--- src/core/adg_pkg.sv ---
package adg_pkg;
   // Byte addresses of the register port
   localparam logic [7:0] ADG_ADDR_CODE_LO = 8'h30;
   localparam logic [7:0] ADG_ADDR_CODE_HI = 8'h31;
   localparam logic [7:0] ADG_ADDR_PIN_LO = 8'h32;
   localparam logic [7:0] ADG_ADDR_PIN_HI = 8'h33;
   localparam logic [7:0] ADG_ADDR_MISC_LO = 8'h34;
   localparam logic [7:0] ADG_ADDR_MISC_HI = 8'h35;
   localparam logic [7:0] ADG_ADDR_CMD_LO = 8'h3E;
   localparam logic [7:0] ADG_ADDR_CMD_HI = 8'h3F;
   // Reset values
   localparam logic [15:0] ADG_CODE_RESET = 16'h0000;
   localparam logic [15:0] ADG_PIN_RESET = 16'h0000;
   localparam logic [15:0] ADG_MISC_RESET = 16'h0000;
   // Implemented bits of each register
   localparam logic [15:0] ADG_CODE_MASK = 16'h0FFF;
   localparam logic [15:0] ADG_PIN_MASK = 16'h0303;
   localparam logic [15:0] ADG_MISC_MASK = 16'h0707;
   // Field positions
   localparam int ADG_CODE_WIDTH = 12;
   localparam int ADG_CMD_LATCH_BIT = 2;
   localparam int ADG_PIN_DIR_LSB = 0;
   localparam int ADG_PIN_LEVEL_LSB = 8;
   localparam int ADG_MISC_READY_EN_BIT = 2;
   localparam int ADG_MISC_READY_POL_BIT = 1;
   localparam int ADG_MISC_READY_SEL_BIT = 0;
   localparam int ADG_NUM_PINS = 2;
endpackage

--- src/core/adg_pin_mux.sv ---
`timescale 1ns/1ps
module adg_pin_mux #(
   parameter int NUM_PINS = 2
) (
   // Miscellaneous control
   input wire logic ready_en,
   input wire logic ready_pol,
   input wire logic ready_sel,
   input wire logic sample_ready,
   // Alarm claims
   input wire logic [NUM_PINS-1:0] alarm_own,
   input wire logic [NUM_PINS-1:0] alarm_level,
   // Pin control register fields
   input wire logic [NUM_PINS-1:0] pin_dir,
   input wire logic [NUM_PINS-1:0] pin_level,
   // Resolved pin drive
   output logic [NUM_PINS-1:0] drive,
   output logic [NUM_PINS-1:0] level
);
   logic ready_level;

   assign ready_level = ready_pol ? sample_ready : ~sample_ready;

   for (genvar i = 0; i < NUM_PINS; i++) begin : g_pin
      logic misc_own;
      assign misc_own = ready_en && (ready_sel == 1'(i));
      always_comb begin
         if (misc_own) begin
            drive[i] = 1'b1;
            level[i] = ready_level;
         end else if (alarm_own[i]) begin
            drive[i] = 1'b1;
            level[i] = alarm_level[i];
         end else begin
            drive[i] = pin_dir[i];
            level[i] = pin_dir[i] & pin_level[i];
         end
      end
   end
endmodule

--- src/core/adg_regs.sv ---
`timescale 1ns/1ps
module adg_regs #(
   parameter int NUM_PINS = adg_pkg::ADG_NUM_PINS
) (
   // Clock and reset
   input wire logic clk,
   input wire logic reset,
   // Byte register port
   input wire logic [7:0] reg_addr,
   input wire logic reg_wr,
   input wire logic [7:0] reg_wdata,
   input wire logic reg_rd,
   output logic [7:0] reg_rdata,
   // Device events and alarm claims
   input wire logic sample_ready,
   input wire logic [NUM_PINS-1:0] alarm_own,
   input wire logic [NUM_PINS-1:0] alarm_level,
   // Converter
   output logic [adg_pkg::ADG_CODE_WIDTH-1:0] dac_code,
   // Pins
   output logic [NUM_PINS-1:0] pin_out,
   output logic [NUM_PINS-1:0] pin_oe_n
);
   import adg_pkg::*;

   ////////////////////////////////////////////////////////////////////////////
   // Register state
   typedef struct packed {
      // Bytes as written with the top four bits dropped, kept off the converter
      logic [15:0] code_hold;
      // Code the converter is driven with
      logic [ADG_CODE_WIDTH-1:0] code_out;
      // Directions in the low byte, levels in the high byte
      logic [15:0] pin_ctrl;
      // Ready routing; upper stored bits drive nothing here
      logic [15:0] misc;
      // Read byte, stands until the next read
      logic [7:0] rdata;
      // Pin drive registered so pins never glitch
      logic [NUM_PINS-1:0] pin_out;
      logic [NUM_PINS-1:0] pin_oe_n;
   } adg_state_t;

   // Reset image: registers at their defaults, pins released as inputs
   localparam adg_state_t ADG_ST_RESET = '{
      code_hold: ADG_CODE_RESET,
      code_out: ADG_CODE_RESET[ADG_CODE_WIDTH-1:0],
      pin_ctrl: ADG_PIN_RESET,
      misc: ADG_MISC_RESET,
      rdata: 8'h00,
      pin_out: '0,
      pin_oe_n: '1
   };

   adg_state_t st_q;
   adg_state_t st_d;
   logic [NUM_PINS-1:0] mux_drive;
   logic [NUM_PINS-1:0] mux_level;
   logic byte_hi;
   logic hit_code;
   logic hit_pin;
   logic hit_misc;
   logic hit_latch;

   ////////////////////////////////////////////////////////////////////////////
   // Address decode
   // Odd address selects the upper byte of a register
   assign byte_hi = reg_addr[0];
   assign hit_code = (reg_addr == ADG_ADDR_CODE_LO) ||
                     (reg_addr == ADG_ADDR_CODE_HI);
   assign hit_pin = (reg_addr == ADG_ADDR_PIN_LO) ||
                    (reg_addr == ADG_ADDR_PIN_HI);
   assign hit_misc = (reg_addr == ADG_ADDR_MISC_LO) ||
                     (reg_addr == ADG_ADDR_MISC_HI);
   // Only the even command byte acts; the odd one stores nothing
   // Latch bit tested here; the write strobe still gates it below
   assign hit_latch = (reg_addr == ADG_ADDR_CMD_LO) && reg_wdata[ADG_CMD_LATCH_BIT];

   ////////////////////////////////////////////////////////////////////////////
   // Pin ownership and drive resolution
   adg_pin_mux #(
      .NUM_PINS(NUM_PINS)
   ) u_mux (
      .ready_en(st_q.misc[ADG_MISC_READY_EN_BIT]),
      .ready_pol(st_q.misc[ADG_MISC_READY_POL_BIT]),
      .ready_sel(st_q.misc[ADG_MISC_READY_SEL_BIT]),
      .sample_ready(sample_ready),
      .alarm_own(alarm_own),
      .alarm_level(alarm_level),
      .pin_dir(st_q.pin_ctrl[ADG_PIN_DIR_LSB +: NUM_PINS]),
      .pin_level(st_q.pin_ctrl[ADG_PIN_LEVEL_LSB +: NUM_PINS]),
      .drive(mux_drive),
      .level(mux_level)
   );

   ////////////////////////////////////////////////////////////////////////////
   // Byte merge: low byte at even address, high byte at odd address
   function automatic logic [15:0] merge_byte(
      input logic [15:0] cur,
      input logic hi,
      input logic [7:0] data,
      input logic [15:0] mask
   );
      logic [15:0] res;
      res = cur;
      if (hi) begin
         res[15:8] = data;
      end else begin
         res[7:0] = data;
      end
      return res & mask;
   endfunction

   ////////////////////////////////////////////////////////////////////////////
   // Read mux
   // Bits never stored read back as zero
   function automatic logic [7:0] read_byte(
      input logic [7:0] addr,
      input logic [15:0] code,
      input logic [15:0] pin,
      input logic [15:0] misc
   );
      logic [7:0] res;
      unique case (addr)
         ADG_ADDR_CODE_LO: begin
            res = code[7:0];
         end
         ADG_ADDR_CODE_HI: begin
            res = code[15:8];
         end
         ADG_ADDR_PIN_LO: begin
            res = pin[7:0];
         end
         ADG_ADDR_PIN_HI: begin
            res = pin[15:8];
         end
         ADG_ADDR_MISC_LO: begin
            res = misc[7:0];
         end
         ADG_ADDR_MISC_HI: begin
            res = misc[15:8];
         end
         // Command bytes and unmapped addresses read zero
         default: begin
            res = 8'h00;
         end
      endcase
      return res;
   endfunction

   ////////////////////////////////////////////////////////////////////////////
   // Next state
   always_comb begin
      st_d = st_q;
      if (reg_wr) begin
         // code bytes only reach the holding register; pin and misc bytes apply directly
         if (hit_code) begin
            st_d.code_hold = merge_byte(st_q.code_hold, byte_hi, reg_wdata, ADG_CODE_MASK);
         end
         if (hit_pin) begin
            st_d.pin_ctrl = merge_byte(st_q.pin_ctrl, byte_hi, reg_wdata, ADG_PIN_MASK);
         end
         if (hit_misc) begin
            st_d.misc = merge_byte(st_q.misc, byte_hi, reg_wdata, ADG_MISC_MASK);
         end
         // latch both held bytes at once
         // Held bytes move together, so the converter never sees half a code
         if (hit_latch) begin
            st_d.code_out = st_q.code_hold[ADG_CODE_WIDTH-1:0];
         end
         // Unmapped addresses fall through and change nothing
      end
      // Read data registered one cycle after the strobe
      // A read in the cycle of a write returns the old value
      if (reg_rd) begin
         st_d.rdata = read_byte(reg_addr, st_q.code_hold, st_q.pin_ctrl, st_q.misc);
      end
      // pins registered so outputs come from flops
      // Costs one cycle of latency on every pin change
      st_d.pin_out = mux_level;
      st_d.pin_oe_n = ~mux_drive;
   end

   ////////////////////////////////////////////////////////////////////////////
   // State register
   always_ff @(posedge clk or posedge reset) begin
      if (reset) begin
         // pins cleared to inputs
         // Pins leave reset released, so nothing fights the board
         st_q <= ADG_ST_RESET;
      end else begin
         st_q <= st_d;
      end
   end

   ////////////////////////////////////////////////////////////////////////////
   // Outputs
   // Every output is a flop, so no input reaches a pin in the same cycle
   assign reg_rdata = st_q.rdata;
   assign dac_code = st_q.code_out;
   assign pin_out = st_q.pin_out;
   assign pin_oe_n = st_q.pin_oe_n;
endmodule

--- config.mk ---
export PLATFORM = sky130hd
export DESIGN_NAME = adg_regs
export DESIGN_NICKNAME = d
export VERILOG_FILES = /design/src/core/adg_pkg.sv /design/src/core/adg_pin_mux.sv /design/src/core/adg_regs.sv
export SDC_FILE = /design/constraint.sdc
export NUM_CORES = 1
export LEC_CHECK = 0
export BUFFER_PORTS_ARGS = -buffer_cell sky130_fd_sc_hd__buf_2
export CAP_MARGIN = 20
export CORE_MARGIN = 2
export CORE_UTILIZATION = 35
export DETAILED_ROUTE_END_ITERATION = 6
export GPL_ROUTABILITY_DRIVEN = 1
export PLACE_DENSITY = 0.65
export REMOVE_ABC_BUFFERS = 1
export SLEW_MARGIN = 20
export SYNTH_ARGS = -nofsm -noshare
export SYNTH_HDL_FRONTEND = slang
export SYNTH_SLANG_ARGS = --single-unit
--- constraint.sdc ---
create_clock -name clk -period 1.4 [get_ports clk]
set_clock_uncertainty 0.2 [all_clocks]
set_input_delay 0.07 -clock clk [delete_from_list [all_inputs] [get_ports clk]]
set_output_delay 0.07 -clock clk [all_outputs]
set_load 0.005 [all_outputs]
==> results.md, run 1 <==
* Synthesis warning total at 0
* Reg-to-reg critical path startpoint: st_q[66]$_DFFE_PP0P_
* Synth cell count leaders: dfrtp_1, mux2_2, buf_4, nand2_1, mux2i_1
* Final min period at around 1400 ps
* Mapped Avg Cell Area at around 13 µm²
* Clock buffer depth at 2
* Initial antenna violation count at 0
* CP Data Arrival Time at ~1400 ps
* Power Dens Cells at 1010 nW/µm²
* Pre-CTS setup slack at -142 ps
* Slew headroom at 0.771
* GR Util All Layers at 0.147
* Antenna viol nets, final at 0
* Internal at 2.23 mW
* Worst setup path category: register to register
* H-tree depth at 2
* Placed cells at about 290
* Worst-path cell chain: mux4_2 > nand4_1 > o21ai_1
* Number of global-route vias before repair at roughly 1600
* R2r setup slk at ~26 ps
* Non-filler cells in the finished layout at ~310
* Startpoint types: register
* Routed WL per cell at around 15 µm
* Clk sink count at 46
* Xor/xnor share of the synthesized area at 0.00392
* Largest net degree at the start of global routing at 28
* Drt initial violations at between 70 and 80
* R2R depth at 3
* RSZ-0062 raised after global routing: true
* Most used DFF post-synth: dfrtp_1
* Clock latency on the worst-skew pair at about 300 ps
* Clk network pwr share at 0.414
* Fin crit share at 0.982
* Nets at around 260
* Most numerous cell in the Yosys netlist: dfrtp_1
* Pins over their slew limit at 0
* Antenna diode count at 0
* Max Clk Rate at slightly above 700 MHz
* Largest family of logic cells by synthesized area: multiplexers
* Drc violations at 0
* Vias/cell at approximately 4.8
* Tightest Pin Transition at around 340 ps
* Yosys top cell by area: dfrtp_1
* Top-level I/O count at 49
* PortBufs at 48
* Total clock buffers created by CTS at 5
* Area growth from synthesis to layout at 25.5%
* Unique masters post-synth at 37
* Post-synthesis sequential area ratio at 0.516
* Die W at 83.9 µm
* Initial Utilization at 0.356
* Setup bufs post-CTS at 0
* Fraction of layout cells with a size suffix above 1 at 0.528
* Psw at ~600 µW
* Setup_tns at 0 ps
* Slowest CP cell: mux4_2
* CTS tree: built
* Clock root buffer: clkbuf_8
* GRT overflow at 0
* Cell Area, Synth at 2230 µm²
* Synth top area share at 0.493
* Mapped Cells at 171
* Worst vdd ir at between 500 and 600 µV
* Final Hold Fails at 0
* R2r endpoint: reg_rdata[2]$_DFFE_PP0P_
* CP bufs+invs at 0
* Data required time of the worst path at 1390 ps
* Mux share of post-synthesis cell area at 0.219
* First-pass GRT wire length at roughly 8100 µm
* Sw Share at 0.213
* HPWL after DPL at around 3600 µm
* Clk slew on worst S/H paths at approximately 90 ps
* #FFs+latches synth at 46
* CP peak stage delay at 480 ps
* Worst setup margin at approximately 26 ps
* Delay-heaviest family, CP: multiplexers
* Setup crit end kind: register
* Synth Area in Compound Gates at 0.0510
* Critical Path Fanout Max at 3
* Max-cap violations at 0
* Hold Crit Start: reg_addr[2]
* Reg power frac at 0.491
* Leak Pwr at about 1.4 nW
* Main area contributors after synthesis: dfrtp_1, mux2_2, buf_4, dfstp_2, mux2i_1
* Final setup vio count at 0
* Synth async-reset ratio at 1.00
* Site Rows at 29
* Simple logic cell fraction of the synthesized area at 0.104
* WHS Path Cells at 3
* Final total power at 2.83 mW
* Vias at 1504
* Drt pass-1 iters at 4
* CORE AREA at between 6000 and 7000 µm²
* HP Class: input pin to register
* Fillers at 584
* End of the worst hold path: reg_rdata[3]$_DFFE_PP0P_
* Final GP Congestion at slightly above 0.8
* Die Span Y at between 80 and 90 µm
* Comb power frac at 0.095
* Post-synth EDFFs at 0
* Status: finished, final reports clean
* Drt total wl at roughly 4800 µm
* Die ar. at just over 7000 µm²
* Post-Synth Adder-Cell Area at 0
logic make-up (layout without fill, tap and decap cells):
group	after synthesis	in the layout
DFF	46	46
muxes	43	43
and+or+nand+nor	34	34
buffers and inverters	32	96
AOI/OAI and AO/OA	15	15
xor gates and xnor gates	1	1
per-stage QoR:
stage                      util  hold slack (ps)  cell area [µm²]
after floorplan               -            -93.4             2010
after global placement    0.400            -86.0             2510
after detailed placement  0.400            -75.7             2510
after CTS                 0.446             10.8             2800
after global routing      0.447             17.8             2810
final                     0.447             17.3             2810
placed cells by master (no fill, tap or decap), drive strengths merged, types with 2 or more instances in the layout:
cell,netlist,routed
nor3b,2,2
mux2,37,37
dfstp,2,2
nand4,4,4
nand2b,2,2
and4b,2,2
dfrtp,44,44
nand4b,2,2
nand2,7,7
clkbuf,0,5
bufinv,0,2
inv,3,3
o21ai,2,2
dlygate4sd3,0,15
nor2,4,4
mux2i,5,5
nor2b,3,3
buf,29,70
a22o,4,4
power groups by stage:
stage          Clock (mW)  Sequential (mW)  Combinational [mW]
2_1_floorplan           0             1.41              0.0983
3_5_place_dp            0             1.42               0.237
5_1_grt              1.26             1.40               0.296
4_1_cts              1.20             1.39               0.270
3_3_place_gp            0             1.42               0.233
6_report             1.17             1.39               0.269
state kept, by name, indices dropped and copies added, names as in the netlist:
name       flops
reg_rdata      8
pin_oe_n       2
st_q          22
pin_out        2
dac_code      12
area by class of cell:
cell class,instances,area [µm²],share of cell area
repair buffers,85,556,0.198
flip-flops and latches,46,1150,0.411
inverters,3,11.3,0.00401
clock buffers,5,68.8,0.0245
multi-input cells,93,851,0.303
well taps,77,96.3,0.0343
clock inverters,3,68.8,0.0245
worst register-to-register path: cells and delay by family, from the launching register on:
kind / cells / cell delay, ps
multiplexers: 1 / 480
flip-flops: 1 / 410
AND/OR/NAND/NOR: 1 / 120
AO/OA/AOI/OAI: 1 / 70
repair_timing:
action,in CTS,in global routing
endpoints found under the hold margin,75,0
hold buffers,15,0
endpoints found under the setup margin,0,2
resized for setup,0,2
how the worst max path moves through the flow:
stage / start / end / slack, ps / cells after the start
floorplan: reg_addr[6] / dac_code[0]$_DFFE_PP0P_ / -60 / 3
global placement: reg_addr[6] / dac_code[5]$_DFFE_PP0P_ / -110 / 4
detailed placement: reg_addr[6] / dac_code[4]$_DFFE_PP0P_ / -140 / 4
CTS: st_q[66]$_DFFE_PP0P_ / reg_rdata[2]$_DFFE_PP0P_ / 20 / 3
global route: st_q[66]$_DFFE_PP0P_ / reg_rdata[2]$_DFFE_PP0P_ / -30 / 3
finish: st_q[66]$_DFFE_PP0P_ / reg_rdata[2]$_DFFE_PP0P_ / 30 / 3
routing by layer:
layer | part of all wire | wire length (µm) | vias to the layer above | GRT usage
met5 | 0 | 0 | - | 0
met4 | 0.017 | 79 | 0 | 0.0484
met3 | 0.038 | 180 | 8 | 0.0356
met2 | 0.48 | 2300 | 35 | 0.240
met1 | 0.46 | 2220 | 742 | 0.193
li1 | - | - | 719 | -
No activity file was read; power rests on OpenSTA's default activity.
==> inputs of run 2 (changes only) <==
--- a/config.mk
+++ b/config.mk
@@ -7,11 +7,10 @@
 export LEC_CHECK = 0
 export BUFFER_PORTS_ARGS = -buffer_cell sky130_fd_sc_hd__buf_2
 export CAP_MARGIN = 20
-export CORE_MARGIN = 2
-export CORE_UTILIZATION = 35
+export CORE_UTILIZATION = 31
 export DETAILED_ROUTE_END_ITERATION = 6
 export GPL_ROUTABILITY_DRIVEN = 1
-export PLACE_DENSITY = 0.65
+export PLACE_DENSITY = 0.59
 export REMOVE_ABC_BUFFERS = 1
 export SLEW_MARGIN = 20
 export SYNTH_ARGS = -nofsm -noshare
==> run 2 against run 1 <==
Compared with the run above: clock power down 31%; fmax up 0.15%; largest power group unchanged; sequential cell count unchanged; total power down 13%; final cell count up 6.7%; largest cell class unchanged; routed wire length unchanged.
==> results.md, run 2 (synthesis results as in run 1) <==
* Status: finished, final reports clean (unchanged)
* Leak Pwr at 1.44 nW (about the same)
* Clk sink count at 46 (unchanged)
* Worst vdd ir at 395 µV (was 547 µV)
* Nets at 261 (was 259)
* Die W at 86.9 µm (was 83.9 µm)
* Antenna diode count at 0 (unchanged)
* Tightest Pin Transition at 377 ps (was 344 ps)
* Max-cap violations at 0 (unchanged)
* Drt initial violations at 88 (was 75)
* Delay-heaviest family, CP: multiplexers (unchanged)
* Number of global-route vias before repair at 1576 (was 1649)
* Total clock buffers created by CTS at 5 (unchanged)
* Largest net degree at the start of global routing at 32 (was 28)
* Max FFs per register at 22 (unchanged)
* Startpoint types: register (unchanged)
* Non-filler cells in the finished layout at 333 (was 312)
* Routed WL per cell at 14.4 µm (was 15.3 µm)
* Fin crit share at 0.980 (was 0.982)
* Placed cells at 308 (was 289)
* GR Util All Layers at 0.140 (was 0.147)
* First-pass GRT wire length at 7960 µm (was 8110 µm)
* Slowest CP cell: mux4_2 (unchanged)
* Worst hold slack at 2.07 ps (was 17.3 ps)
* CORE AREA at 6870 µm² (was 6280 µm²)
* GRT overflow at 0 (unchanged)
* Final GP Congestion at 0.760 (was 0.817)
* Area growth from synthesis to layout at 26.0% (was 25.5%)
* Clock root buffer: clkbuf_8 (unchanged)
* Most frequent cells in the layout: buf_2, dfrtp_1, mux2_2 (unchanged)
* CP bufs+invs at 0 (unchanged)
* Clock buffer depth at 2 (unchanged)
* Reg-to-reg critical path startpoint: st_q[14]$_DFFE_PP0P_ (was st_q[66]$_DFFE_PP0P_)
* Vias at 1516 (was 1504)
* Site Rows at 30 (was 29)
* Initial antenna violation count at 0 (unchanged)
* Hold Crit Start: reg_addr[2] (unchanged)
* Worst-path cell chain: mux4_2 > nand4_1 > o21ai_0 (was mux4_2 > nand4_1 > o21ai_1)
* Slew headroom at 0.748 (was 0.771)
* Die ar. at 7550 µm² (was 7040 µm²)
* Power Dens Cells at 880 nW/µm² (was 1010 nW/µm²)
* Final min period at 1370 ps (about the same)
* Worst setup path category: register to register (unchanged)
* Setup crit end kind: register (unchanged)
* Placed Area at 2550 µm² (was 2510 µm²)
* Max Clk Rate at 729 MHz (was 728 MHz)
* Final instance area at 2820 µm² (was 2810 µm²)
* Critical Path Fanout Max at 2 (was 3)
* Initial Utilization at 0.325 (was 0.356)
* PortBufs at 48 (unchanged)
* CTS tree: built (unchanged)
* Final total power at 2.48 mW (was 2.83 mW)
* Final Hold Fails at 0 (unchanged)
* Clock latency on the worst-skew pair at 300 ps (about the same)
* WHS Path Cells at 3 (unchanged)
* R2r endpoint: reg_rdata[2]$_DFFE_PP0P_ (unchanged)
* Top-level I/O count at 49 (unchanged)
* Biggest register: st_q (unchanged)
* Vias/cell at 4.55 (was 4.82)
* H-tree depth at 2 (unchanged)
* Antenna viol nets, final at 0 (unchanged)
* CP peak stage delay at 470 ps (was 480 ps)
* R2R depth at 3 (unchanged)
* Die Span Y at 86.9 µm (was 83.9 µm)
* Pins over their slew limit at 0 (unchanged)
* End of the worst hold path: reg_rdata[3]$_DFFE_PP0P_ (unchanged)
* Drt pass-1 iters at 4 (unchanged)
* CP Data Arrival Time at 1360 ps (about the same)
* Drt total wl at 4780 µm (unchanged)
* Most common cell after layout, fill and taps aside: buf_2 (unchanged)
* Data required time of the worst path at 1390 ps (about the same)
* HP Class: input pin to register (unchanged)
* Drc violations at 0 (unchanged)
* Fraction of layout cells with a size suffix above 1 at 0.532 (was 0.528)
* HPWL after DPL at 3530 µm (was 3570 µm)
* Final setup vio count at 0 (unchanged)
* Clk slew on worst S/H paths at 90 ps (about the same)
* R2r setup slk at 30 ps (about the same)
[run 2: how the worst max path moves through the flow]
stage          slack (ps)  depth (start not counted)                  from                       end
2_1_floorplan         -60                          3           reg_addr[6]   dac_code[0]$_DFFE_PP0P_
3_3_place_gp         -130                          4           reg_addr[6]   dac_code[7]$_DFFE_PP0P_
3_5_place_dp         -150                          4           reg_addr[6]   dac_code[9]$_DFFE_PP0P_
4_1_cts                20                          3  st_q[66]$_DFFE_PP0P_  reg_rdata[2]$_DFFE_PP0P_
5_1_grt                -7                          3  st_q[37]$_DFFE_PP0P_  reg_rdata[1]$_DFFE_PP0P_
6_report               30                          3  st_q[14]$_DFFE_PP0P_  reg_rdata[2]$_DFFE_PP0P_
[run 2: stage by stage]
step                utilization  setup slack [ps]  TNS, ps
global placement          0.371              -131    -2780
CTS                       0.407              21.4        0
global route              0.410             -7.05    -7.05
finish                    0.410              27.8        0
detailed placement        0.371              -149    -3300
floorplan                     -             -57.9     -773
[run 2: per-layer routing]
layer	GRT usage	vias to the layer above	wire length [µm]
met3	0.0284	2	166
met1	0.187	758	2250
met2	0.228	35	2330
met4	0.0409	0	35
met5	0	-	0
li1	-	721	-
[run 2: layout make-up]
class                      count  area (µm²)
clock inverter                 3        18.8
inverter                       3        11.3
fill                         679        4050
multi-input combinational     93         858
clock buffer                   5        68.8
timing repair buffer          87         586
sequential                    46        1150
tap                           96         120
[run 2: tightest hold or removal path: cells and delay by family]
kind	cells	cell delay [ps]
AOI/OAI and AO/OA	1	60
buffers and inverters	2	330
[run 2: repair_timing]
item | CTS | global route
endpoints found under the hold margin | 75 | 0
hold buffers | 16 | 0
endpoints found under the setup margin | 0 | 3
buffers inserted | 0 | 1
resized for setup | 0 | 2
[run 2: power by group]
| group | leakage (nW) | switching [mW] | total [mW] | internal (mW) |
|---|---|---|---|---|
| Sequential | 0.630 | 0.0235 | 1.39 | 1.37 |
| Clock | 0.0483 | 0.459 | 0.811 | 0.352 |
| Combinational | 0.767 | 0.123 | 0.276 | 0.153 |
==> inputs of run 3 (changes only) <==
--- a/config.mk
+++ b/config.mk
@@ -12,6 +12,7 @@
 export GPL_ROUTABILITY_DRIVEN = 1
 export PLACE_DENSITY = 0.59
 export REMOVE_ABC_BUFFERS = 1
+export SETUP_SLACK_MARGIN = 0.4
 export SLEW_MARGIN = 20
 export SYNTH_ARGS = -nofsm -noshare
 export SYNTH_HDL_FRONTEND = slang
==> run 3 against run 2 <==
Compared with the run above: the flow now finishes with violations (negative hold slack); core utilization rose by 4.4 points; critical path type unchanged; fmax rose by 0.48%; sequential cell count unchanged; sequential share of layout area is 4.0 points lower; setup slack better by 6.5 ps; die area unchanged; sequential power is essentially flat; routed wire length rose by 15%.
==> results.md, run 3 (synthesis results as in run 1) <==
* Reg area at 1150 µm² (unchanged)
* Clk slew on worst S/H paths at 90 ps (about the same)
* Most frequent cells in the layout: buf_2, dfrtp_1, mux2_4 (was buf_2, dfrtp_1, mux2_2)
* Fillers at 648 (was 679)
* Slew headroom at 0.773 (was 0.748)
* Max Clk Rate at 732 MHz (was 729 MHz)
* Critical Path Fanout Max at 2 (unchanged)
* Drt pass-1 iters at 4 (unchanged)
* Nets at 269 (was 261)
* Routed WL per cell at 16.2 µm (was 14.4 µm)
* Area growth from synthesis to layout at 39.6% (was 26.0%)
* First-pass GRT wire length at 8490 µm (was 7960 µm)
* Final min period at 1370 ps (about the same)
* Worst-path cell chain: mux4_2 > nand4_1 > o21ai_1 (was mux4_2 > nand4_1 > o21ai_0)
* Number of global-route vias before repair at 1613 (was 1576)
* Comb power frac at 0.130 (was 0.111)
* Non-filler cells in the finished layout at 341 (was 333)
* Clock root buffer: clkbuf_8 (unchanged)
* Antenna viol nets, final at 0 (unchanged)
* Vias/cell at 4.67 (was 4.55)
* Max-cap violations at 0 (unchanged)
* Routed wl met2 at 2670 µm (was 2330 µm)
* CP bufs+invs at 0 (unchanged)
* Critical path depth at 3 (unchanged)
* Leak Pwr at 1.63 nW (was 1.44 nW)
* Fin crit share at 0.976 (was 0.980)
* R2r endpoint: reg_rdata[2]$_DFFE_PP0P_ (unchanged)
* Sw Share at 0.251 (was 0.244)
* Layout Utilization at 0.454 (was 0.410)
* Worst hold slack at -98.0 ps (was 2.07 ps)
* Final GP Congestion at 0.760 (unchanged)
* Die W at 86.9 µm (unchanged)
* Psw at 639 µW (was 605 µW)
* Startpoint types: register (unchanged)
* Biggest register: st_q (unchanged)
* Worst vdd ir at 410 µV (was 395 µV)
* Power Dens Cells at 817 nW/µm² (was 880 nW/µm²)
* HPWL after DPL at 3530 µm (unchanged)
* CTS tree: built (unchanged)
* Largest net degree at the start of global routing at 32 (unchanged)
* CP Data Arrival Time at 1360 ps (about the same)
* GR Util All Layers at 0.150 (was 0.140)
* Site Rows at 30 (unchanged)
* Crit path launch: st_q[58]$_DFFE_PP0P_ (was st_q[14]$_DFFE_PP0P_)
* Worst setup path category: register to register (unchanged)
* Most common cell after layout, fill and taps aside: buf_2 (unchanged)
* Clock buffer depth at 2 (unchanged)
* Failing checks: negative hold slack
* Data required time of the worst path at 1390 ps (about the same)
* PortBufs at 48 (unchanged)
* Drc violations at 0 (unchanged)
* Final total power at 2.55 mW (was 2.48 mW)
* Tightest Pin Transition at 339 ps (was 377 ps)
* Placed cells at 308 (unchanged)
* Fraction of layout cells with a size suffix above 1 at 0.612 (was 0.532)
* Reg-to-reg critical path startpoint: st_q[58]$_DFFE_PP0P_ (was st_q[14]$_DFFE_PP0P_)
* CP peak stage delay at 480 ps (was 470 ps)
* H-tree depth at 2 (unchanged)
* Max FFs per register at 22 (unchanged)
* Final setup vio count at 0 (unchanged)
* Total clock buffers created by CTS at 5 (unchanged)
* Die ar. at 7550 µm² (unchanged)
* Multi-input logic area at 1070 µm² (was 858 µm²)
* Setup_tns at 0 ps (unchanged)
* CORE AREA at 6870 µm² (unchanged)
* Highest routed layer: met4 (unchanged)
* Final Hold Fails at 19 (was 0)
* Drt total wl at 5520 µm (was 4780 µm)
* Drt initial violations at 104 (was 88)
* RSZ-0062 raised after global routing: true
* Top-level I/O count at 49 (unchanged)
* Slowest CP cell: mux4_2 (unchanged)
* WL met3 at 203 µm (was 166 µm)
* Die Span Y at 86.9 µm (unchanged)
* R2R depth at 3 (unchanged)
* Delay-heaviest family, CP: multiplexers (unchanged)
* Pins over their slew limit at 0 (unchanged)
* Antenna diode count at 0 (unchanged)
* Reg power frac at 0.548 (was 0.562)
* WL met1 at 2580 µm (was 2250 µm)
* GRT overflow at 0 (unchanged)
* Setup crit end kind: register (unchanged)
* Initial Utilization at 0.325 (unchanged)
* Internal at 1.91 mW (was 1.87 mW)
* Clk network pwr share at 0.321 (was 0.327)
* Initial antenna violation count at 0 (unchanged)
* Clk sink count at 46 (unchanged)
* Status: complete, but fails checks (was finished, final reports clean)
* R2r setup slk at 30 ps (about the same)
* Vias at 1591 (was 1516)
* HP Class: input pin to register (unchanged)
* Clock latency on the worst-skew pair at 300 ps (about the same)
* Crit path to: reg_rdata[2]$_DFFE_PP0P_ (unchanged)
run 3: cell count changes in the layout (fill, tap and decap cells not counted), moves of 2 or more:
cell           previous run  this run
buf_2                    48        46
buf_4                    22        25
buf_6                     0        12
dlygate4sd3_1            16        10
mux2_2                   37         1
mux2_4                    0        36
nand2_1                   7         5
nand2_4                   0         2
o21ai_0                   2         0
o21ai_1                   0         2
run 3: metal layers:
layer  up-vias  GRT usage
li1        743          -
met1       801      0.206
met2        41      0.238
met3         6     0.0313
met4         0     0.0485
met5         -          0
run 3: worst min path at each step:
stage / slack [ps] / startpoint / to / depth (start not counted)
6_report: -100 / alarm_level[1] / pin_out[1]$_DFF_PP0_ / 4
5_1_grt: -70 / reg_wdata[0] / st_q[36]$_DFFE_PP0P_ / 2
4_1_cts: -160 / reg_rd / reg_rdata[2]$_DFFE_PP0P_ / 2
3_5_place_dp: -130 / reset / st_q[29]$_DFFE_PP0P_ / 2
3_3_place_gp: -130 / reset / reg_rdata[0]$_DFFE_PP0P_ / 2
2_1_floorplan: -90 / alarm_own[0] / pin_oe_n[0]$_DFF_PP1_ / 1
run 3: timing repair:
action / 4_1_cts / 5_1_grt
endpoints found under the hold margin: 75 / 20
pin swaps: 11 / 4
resized for setup: 36 / 33
setup endpoints to repair: 70 / 101
hold buffers: 9 / 1
buffers inserted: 9 / 5
gates cloned: 1 / 0
run 3: cell type report:
cell class	count	area share
Clock buffer	5	0.0221
Inverter	3	0.00401
Clock inverter	3	0.00602
Timing Repair Buffer	94	0.216
Multi-Input combinational cell	94	0.344
Tap cell	96	0.0385
Sequential cell	46	0.370
run 3: per-stage QoR:
| step | area (µm²) | setup slack (ps) |
|---|---|---|
| 3_3_place_gp | 2550 | -131 |
| 2_1_floorplan | 2010 | -57.9 |
| 6_report | 3120 | 34.3 |
| 5_1_grt | 3120 | -11.3 |
| 4_1_cts | 2930 | 42.8 |
| 3_5_place_dp | 2550 | -149 |
run 3: tightest hold or removal path: stages:
cell	delay (ps)
buf_2	80
nand2_1	50
o21ai_1	70
a21o_1	110
run 3: power groups by stage:
| stage | logic [mW] | clock network [mW] | registers, mW |
|---|---|---|---|
| 3_3_place_gp | 0.238 | 0 | 1.42 |
| 4_1_cts | 0.291 | 0.851 | 1.39 |
| 3_5_place_dp | 0.241 | 0 | 1.42 |
| 5_1_grt | 0.362 | 0.886 | 1.40 |
| 6_report | 0.332 | 0.819 | 1.40 |
| 2_1_floorplan | 0.0983 | 0 | 1.41 |
